File: src/core/store_path_cfg.svh
`ifndef STORE_PATH_CFG_SVH
`define STORE_PATH_CFG_SVH

// ==========================================================
// Widths and field positions
`define ACC_W 40
`define WORD_W 16
`define ADDR_W 16
`define ACC_SIGN_BIT 39
`define ACC_HI_MSB 31
`define ACC_HI_LSB 16
`define ROUND_BIT 15
`define XBUS_RIGHT_LSB 16

// ==========================================================
// Saturation limits, round tie pattern and pointer step
`define SAT_POS_WORD 16'h7FFF
`define SAT_NEG_WORD 16'h8000
`define TIE_LOW_WORD 16'h8000
`define PTR_STEP 16'h0002

// ==========================================================
// Reset values
`define PTR_RESET 16'h0000
`define WORD_RESET 16'h0000
`define WIDE_RESET 40'h00_0000_0000

`endif

File: src/core/store_path_pkg.sv
package store_path_pkg;

    typedef enum logic [2:0] {
        cmd_idle = 3'b000,
        cmd_store_trunc = 3'b001,
        cmd_store_round = 3'b010,
        cmd_accum_class = 3'b011,
        cmd_shift = 3'b100
    } command_t;

    typedef enum logic [2:0] {
        op_mul_acc = 3'b000,
        op_mul_sub = 3'b001,
        op_clear = 3'b010,
        op_move_store = 3'b011,
        multiply_op = 3'b100,
        negated_multiply_op = 3'b101,
        squared_difference_op = 3'b110,
        squared_difference_accum_op = 3'b111
    } accum_op_t;

    typedef enum logic [1:0] {
        wb_none = 2'b00,
        wb_direct = 2'b01,
        wb_post_inc = 2'b10
    } wb_mode_t;

    typedef enum logic [1:0] {
        src_acc_a = 2'b00,
        src_acc_b = 2'b01,
        src_xbus = 2'b10
    } shift_src_t;

    typedef struct packed {
        command_t cmd;
        accum_op_t accum_op;
        logic target_b;
        wb_mode_t wb_mode;
        logic [15:0] store_addr;
        shift_src_t shift_src;
        logic signed [4:0] shift_amount;
        logic shift_arith;
    } request_t;

    typedef struct packed {
        logic valid;
        logic [15:0] addr;
        logic [15:0] data;
    } mem_write_t;

    typedef struct packed {
        logic valid;
        logic [39:0] wide;
        logic [15:0] word;
    } shift_out_t;

    typedef struct packed {
        mem_write_t wr;
        shift_out_t sh;
        logic [15:0] pointer;
    } path_state_t;

endpackage

File: src/core/accumulator_store_round_shift.sv
`timescale 1ns/1ps
`include "store_path_cfg.svh"

module accumulator_store_round_shift (
    input wire logic ref_clk,
    input wire logic rst,
    input store_path_pkg::request_t req,
    input wire logic [39:0] acc_a,
    input wire logic [39:0] acc_b,
    input wire logic [15:0] xbus_read_data,
    input wire logic round_mode_select,
    input wire logic data_write_saturation_enable,
    input wire logic pointer_load,
    input wire logic [15:0] pointer_load_value,
    output store_path_pkg::mem_write_t mem_write,
    output logic [15:0] writeback_pointer_reg,
    output store_path_pkg::shift_out_t shift_out
);
    import store_path_pkg::*;

    // ==========================================================
    // State
    path_state_t state_reg;
    path_state_t state_next;

    logic is_store;
    logic is_accum;
    logic wb_allowed;
    logic [39:0] round_src;
    logic round_en;
    logic [15:0] rnd_word;
    logic [23:0] rnd_value;
    logic rnd_overflow;
    logic [15:0] sat_word;
    logic [39:0] shift_operand;
    logic [39:0] shift_result;
    logic shift_left;
    logic [15:0] shift_word;

    // ==========================================================
    // Round source and mode
    always_comb begin
        is_store = (req.cmd == cmd_store_trunc) || (req.cmd == cmd_store_round);
        is_accum = (req.cmd == cmd_accum_class);
        case (req.accum_op)
            multiply_op: wb_allowed = 1'b0;
            negated_multiply_op: wb_allowed = 1'b0;
            squared_difference_op: wb_allowed = 1'b0;
            squared_difference_accum_op: wb_allowed = 1'b0;
            default: wb_allowed = 1'b1;
        endcase
        // Stores take the target, write-back the other one
        if (is_accum) begin
            round_src = req.target_b ? acc_a : acc_b;
        end else begin
            round_src = req.target_b ? acc_b : acc_a;
        end
        // Write-back is never truncated
        round_en = is_accum || (req.cmd == cmd_store_round);
    end

    round_unit u_round (
        .acc(round_src),
        .round_en(round_en),
        .convergent(round_mode_select),
        .word(rnd_word),
        .value(rnd_value),
        .overflow(rnd_overflow)
    );

    // ==========================================================
    // Data space write saturation
    always_comb begin
        sat_word = rnd_word;
        if (data_write_saturation_enable && rnd_overflow) begin
            // Sign comes from the source, not the rounded word
            if (round_src[`ACC_SIGN_BIT]) begin
                sat_word = `SAT_NEG_WORD;
            end else begin
                sat_word = `SAT_POS_WORD;
            end
        end
    end

    // ==========================================================
    // Barrel shifter operand
    always_comb begin
        shift_left = req.shift_amount[4];
        case (req.shift_src)
            src_acc_a: shift_operand = acc_a;
            src_acc_b: shift_operand = acc_b;
            src_xbus: begin
                if (shift_left) begin
                    shift_operand = {24'h000000, xbus_read_data};
                end else begin
                    shift_operand = {{8{req.shift_arith & xbus_read_data[15]}},
                                     xbus_read_data, 16'h0000};
                end
            end
            default: shift_operand = `WIDE_RESET;
        endcase
    end

    barrel_shifter u_shift (
        .operand(shift_operand),
        .amount(req.shift_amount),
        .arith(req.shift_arith),
        .result(shift_result)
    );

    always_comb begin
        if (shift_left) begin
            shift_word = shift_result[15:0];
        end else begin
            shift_word = shift_result[`ACC_HI_MSB:`XBUS_RIGHT_LSB];
        end
    end

    // ==========================================================
    // Next state
    always_comb begin
        state_next = state_reg;
        state_next.wr.valid = 1'b0;
        state_next.sh.valid = 1'b0;
        if (pointer_load) begin
            state_next.pointer = pointer_load_value;
        end
        // Accumulators are only read here, never written
        case (req.cmd)
            cmd_store_trunc, cmd_store_round: begin
                state_next.wr.valid = 1'b1;
                state_next.wr.addr = req.store_addr;
                state_next.wr.data = sat_word;
            end
            cmd_accum_class: begin
                if (wb_allowed) begin
                    case (req.wb_mode)
                        wb_direct: begin
                            state_next.pointer = rnd_word;
                        end
                        wb_post_inc: begin
                            state_next.wr.valid = 1'b1;
                            state_next.wr.addr = state_reg.pointer;
                            state_next.wr.data = sat_word;
                            state_next.pointer = state_reg.pointer + `PTR_STEP;
                        end
                        default: begin
                        end
                    endcase
                end
            end
            cmd_shift: begin
                state_next.sh.valid = 1'b1;
                state_next.sh.wide = shift_result;
                state_next.sh.word = shift_word;
            end
            default: begin
            end
        endcase
    end

    always_ff @(posedge ref_clk or posedge rst) begin
        if (rst) begin
            state_reg.wr.valid <= 1'b0;
            state_reg.wr.addr <= `PTR_RESET;
            state_reg.wr.data <= `WORD_RESET;
            state_reg.sh.valid <= 1'b0;
            state_reg.sh.wide <= `WIDE_RESET;
            state_reg.sh.word <= `WORD_RESET;
            state_reg.pointer <= `PTR_RESET;
        end else begin
            state_reg <= state_next;
        end
    end

    assign mem_write = state_reg.wr;
    assign writeback_pointer_reg = state_reg.pointer;
    assign shift_out = state_reg.sh;

    logic wb_post;
    logic wb_dir;
    logic wb_blocked;
    logic sat_quiet;
    logic [39:0] wb_other;
    logic [39:0] store_target;
    always_comb begin
        wb_post = is_accum && wb_allowed && (req.wb_mode == wb_post_inc);
        wb_dir = is_accum && wb_allowed && (req.wb_mode == wb_direct);
        wb_blocked = is_accum && !wb_allowed && !pointer_load;
        sat_quiet = !data_write_saturation_enable;
        wb_other = req.target_b ? acc_a : acc_b;
        store_target = req.target_b ? acc_b : acc_a;
    end
endmodule

File: src/core/round_unit.sv
`timescale 1ns/1ps
`include "store_path_cfg.svh"

module round_unit (
    input wire logic [39:0] acc,
    input wire logic round_en,
    input wire logic convergent,
    output logic [15:0] word,
    output logic [23:0] value,
    output logic overflow
);
    logic inc;
    logic tie;

    always_comb begin
        tie = (acc[15:0] == `TIE_LOW_WORD);
        inc = round_en & acc[`ROUND_BIT] & (~convergent | ~tie | acc[`ACC_HI_LSB]);
        value = acc[`ACC_SIGN_BIT:`ACC_HI_LSB] + {23'h000000, inc};
        word = value[15:0];
        // Outside the 1.15 range once guard and sign bits disagree
        overflow = ~((&value[23:15]) | ~(|value[23:15]));
    end

endmodule

File: src/core/barrel_shifter.sv
`timescale 1ns/1ps
`include "store_path_cfg.svh"

module barrel_shifter (
    input wire logic [39:0] operand,
    input wire logic signed [4:0] amount,
    input wire logic arith,
    output logic [39:0] result
);
    logic [4:0] mag;

    always_comb begin
        mag = amount[4] ? 5'(-amount) : amount;
        if (amount[4]) begin
            result = operand << mag;
        end else if (arith) begin
            result = 40'($signed(operand) >>> mag);
        end else begin
            result = operand >> mag;
        end
    end

endmodule

File: config.mk
export PLATFORM = sky130hd
export DESIGN_NAME = accumulator_store_round_shift
export DESIGN_NICKNAME = d
export VERILOG_FILES = /design/src/core/store_path_pkg.sv /design/src/core/accumulator_store_round_shift.sv /design/src/core/round_unit.sv /design/src/core/barrel_shifter.sv
export VERILOG_INCLUDE_DIRS = /design/src /design/src/core
export SDC_FILE = /design/constraint.sdc
export NUM_CORES = 1
export LEC_CHECK = 0
export CAP_MARGIN = 0
export CELL_PAD_IN_SITES_DETAIL_PLACEMENT = 0
export CELL_PAD_IN_SITES_GLOBAL_PLACEMENT = 1
export CORE_MARGIN = 2
export CORE_UTILIZATION = 30
export DETAILED_ROUTE_END_ITERATION = 8
export DONT_BUFFER_PORTS = 1
export MAX_ROUTING_LAYER = met4
export PLACE_DENSITY = 0.58
export SYNTH_ARGS = -nofsm -noshare
export SYNTH_HDL_FRONTEND = slang
export SYNTH_HIERARCHICAL = 1
export SYNTH_SLANG_ARGS = --single-unit
export TNS_END_PERCENT = 20
File: constraint.sdc
create_clock -name ref_clk -period 3.2 [get_ports ref_clk]
set_input_delay 0.64 -clock ref_clk [delete_from_list [all_inputs] [get_ports ref_clk]]
set_output_delay 0.64 -clock ref_clk [all_outputs]
set_load 0.01 [all_outputs]
==> out/results.ini <==
[status]
status = finished with violations
failed_checks = negative setup slack

[finish]
largest_reg_flops = 57
antenna_cells = 0
nNetsFinal = 1515
final_core_util = 0.361
stdcell_area_um2 = 13500
area_growth_pct = 19.4
drive_gt1_frac = 0.327
fillCellCount = 3895

[floorplanning]
initial_core_util = 0.302
core_area_um2 = 37400
die_area_um2 = 39200
fp.dieH_um = 198
io_pins = 256
die_x_um = 198
rows = 71

[setup_path]
path_buf_inv = 2
worst-path-stages = 16
path_max_fanout = 8
cp_top_family = simple AND/OR/NAND/NOR gates
crit_slowest_cell = xor2_4
critPathArrivalTime_ns = 3.52
cp-end-kind = register
worstSetupStartpointType = input port
worstSetupPathType = in2reg
rr_worst_depth = 5
path_cells = nand3b_4 -> xor2_4 -> mux2_4 -> nand3_4 -> inv_2 -> ha_4 -> and4_4 -> nor3b_4 -> nand3_1 -> xor2_1 -> and4_4 -> a22oi_2 -> nand2_2 -> inv_4 -> nand3_4 -> a31oi_1
critPathRequiredTime_ns = 3.48
cpPeakStageDelay_ns = 0.32

[placed_design]
place_congestion = 0.949
placed_area_um2 = 13100
dp_hpwl_um = 37100
numPortBuffers = 0

[grt]
antenna_found_initial = 0
use_met3 = 0.0678
use_met2 = 0.388
use_met1 = 0.292
grt_start_max_net_pins = 79
overflow = 0
grt_pass1_wl_um = 68300
grt_pass1_vias = 10700
grtUsageTotal = 0.238
busiest_layer = met2

[clocking]
clk_pin_slew_worst_paths_ns = 0.08
cts_tree = yes
cts_root_buffer = clkbuf_16
clk_latency_ns = 0.37
cts_made_buffers = 9
htreeDepth = 3
cts.sinks = 106
clock_path_buffers = 2

[detailed_routing]
vias_per_cell = 5.60
wl_per_cell_um = 24.5
routed_wl_um = 46000
drt_first_pass_iters = 8
drcViolationCount = 0
ant_nets = 0
vias = 10500
drt_iter0_drc = 811

[timing]
fin_crit_ns = 3.24
hold_viol_final = 0
fmax_mhz = 309
post-route-period-util = 1.01
slew_violations = 0
setup_slack_ns = -0.0404
slew_headroom = 0.336
finalSetupViolations = 10
tightest_slew_ns = 0.986
rsz0062_at_grt = yes
clock_skew_ns = 0.0104

[synthesis]
synth.avg_cell_area_um2 = 9.04
synth_nets = 1405
yosys_warnings = 6
syn_inst = 1250
netlist_area_um2 = 11300

[power]
power.leakage_nw = 5.68
ir_worst_vdd_mv = 0.281
power_density_nw_per_um2 = 409

[run]
drv_cap = 0

[min_path]
holdCritPathClass = in2async

==> area by class of cell <==
class	instances	area, um2	share of cell area
Clock buffer	11	233	0.0172
Tap cell	511	639	0.0474
Inverter	33	130	0.00964
Clock inverter	5	38.8	0.00287
Timing Repair Buffer	215	1770	0.131
Sequential cell	106	2650	0.196
Multi-Input combinational cell	995	8040	0.596
==> cell usage in the layout, fill, tap and decap left out, types with 7 or more instances in the layout <==
| master | n |
|---|---|
| a211oi_1 | 7 |
| a21oi_1 | 50 |
| a221oi_1 | 8 |
| a22oi_1 | 25 |
| a31oi_1 | 18 |
| and3_1 | 9 |
| buf_12 | 11 |
| buf_4 | 200 |
| clkbuf_16 | 9 |
| dfrtp_1 | 106 |
| inv_1 | 25 |
| mux2_2 | 148 |
| mux2i_1 | 184 |
| mux4_2 | 25 |
| nand2_1 | 99 |
| nand3_1 | 27 |
| nand4_1 | 10 |
| nor2_1 | 79 |
| nor2b_1 | 8 |
| nor3_1 | 41 |
| nor4_1 | 9 |
| o211ai_1 | 9 |
| o21ai_0 | 78 |
| o221ai_1 | 10 |
| o22ai_1 | 12 |
| o32ai_1 | 13 |
| xnor2_1 | 20 |
| xor2_1 | 13 |
==> final timing paths <==
kind | start | to | slack [ns]
worst min-delay path | rst | shift_out[52] | 0.15
max in group asynchronous | rst | shift_out[29] | 2.20
worst max register to register | writeback_pointer_reg[2] | writeback_pointer_reg[15] | 1.35
worst min register to register | shift_out[37] | shift_out[37] | 0.58
worst max-delay path | req[32] | mem_write[7] | -0.04
min in group ref_clk | req[9] | mem_write[17] | 0.41
==> where the power goes <==
part | leakage [nW] | total, W | switching [W] | internal (W)
sequential | 1.28 | 0.00203 | 0.000400 | 0.00163
combinational | 4.27 | 0.00242 | 0.00124 | 0.00118
clock | 0.118 | 0.00107 | 0.000535 | 0.000532
==> through the flow <==
step | total power (W) | hold WS, ns | TNS [ns] | setup slack [ns] | cells
6_report | 0.00552 | 0.150 | -0.168 | -0.0404 | 1876
4_1_cts | 0.00553 | 0.147 | -0.0157 | -0.00897 | 1872
3_3_place_gp | 0.00442 | 0.552 | -6.57 | -0.387 | 1856
5_1_grt | 0.00586 | 0.167 | -2.67 | -0.189 | 1876
2_1_floorplan | 0.00353 | 0.546 | -9.62 | -0.360 | 1250
3_5_place_dp | 0.00444 | 0.549 | -7.36 | -0.458 | 1856
==> what timing repair did <==
| item | in CTS | in global routing |
|---|---|---|
| buffers inserted | 0 | 3 |
| hold buffers | 0 | 0 |
| pin swaps | 1 | 15 |
| gates cloned | 0 | 1 |
| setup endpoints to repair | 3 | 17 |
| gates resized for setup | 1 | 18 |
==> metal layers <==
metal,vias up,part of all wire
li1,4907,-
met1,5154,0.42
met2,404,0.48
met3,44,0.081
met4,0,0.020
met5,-,0
No activity file was read; power rests on OpenSTA's default activity.
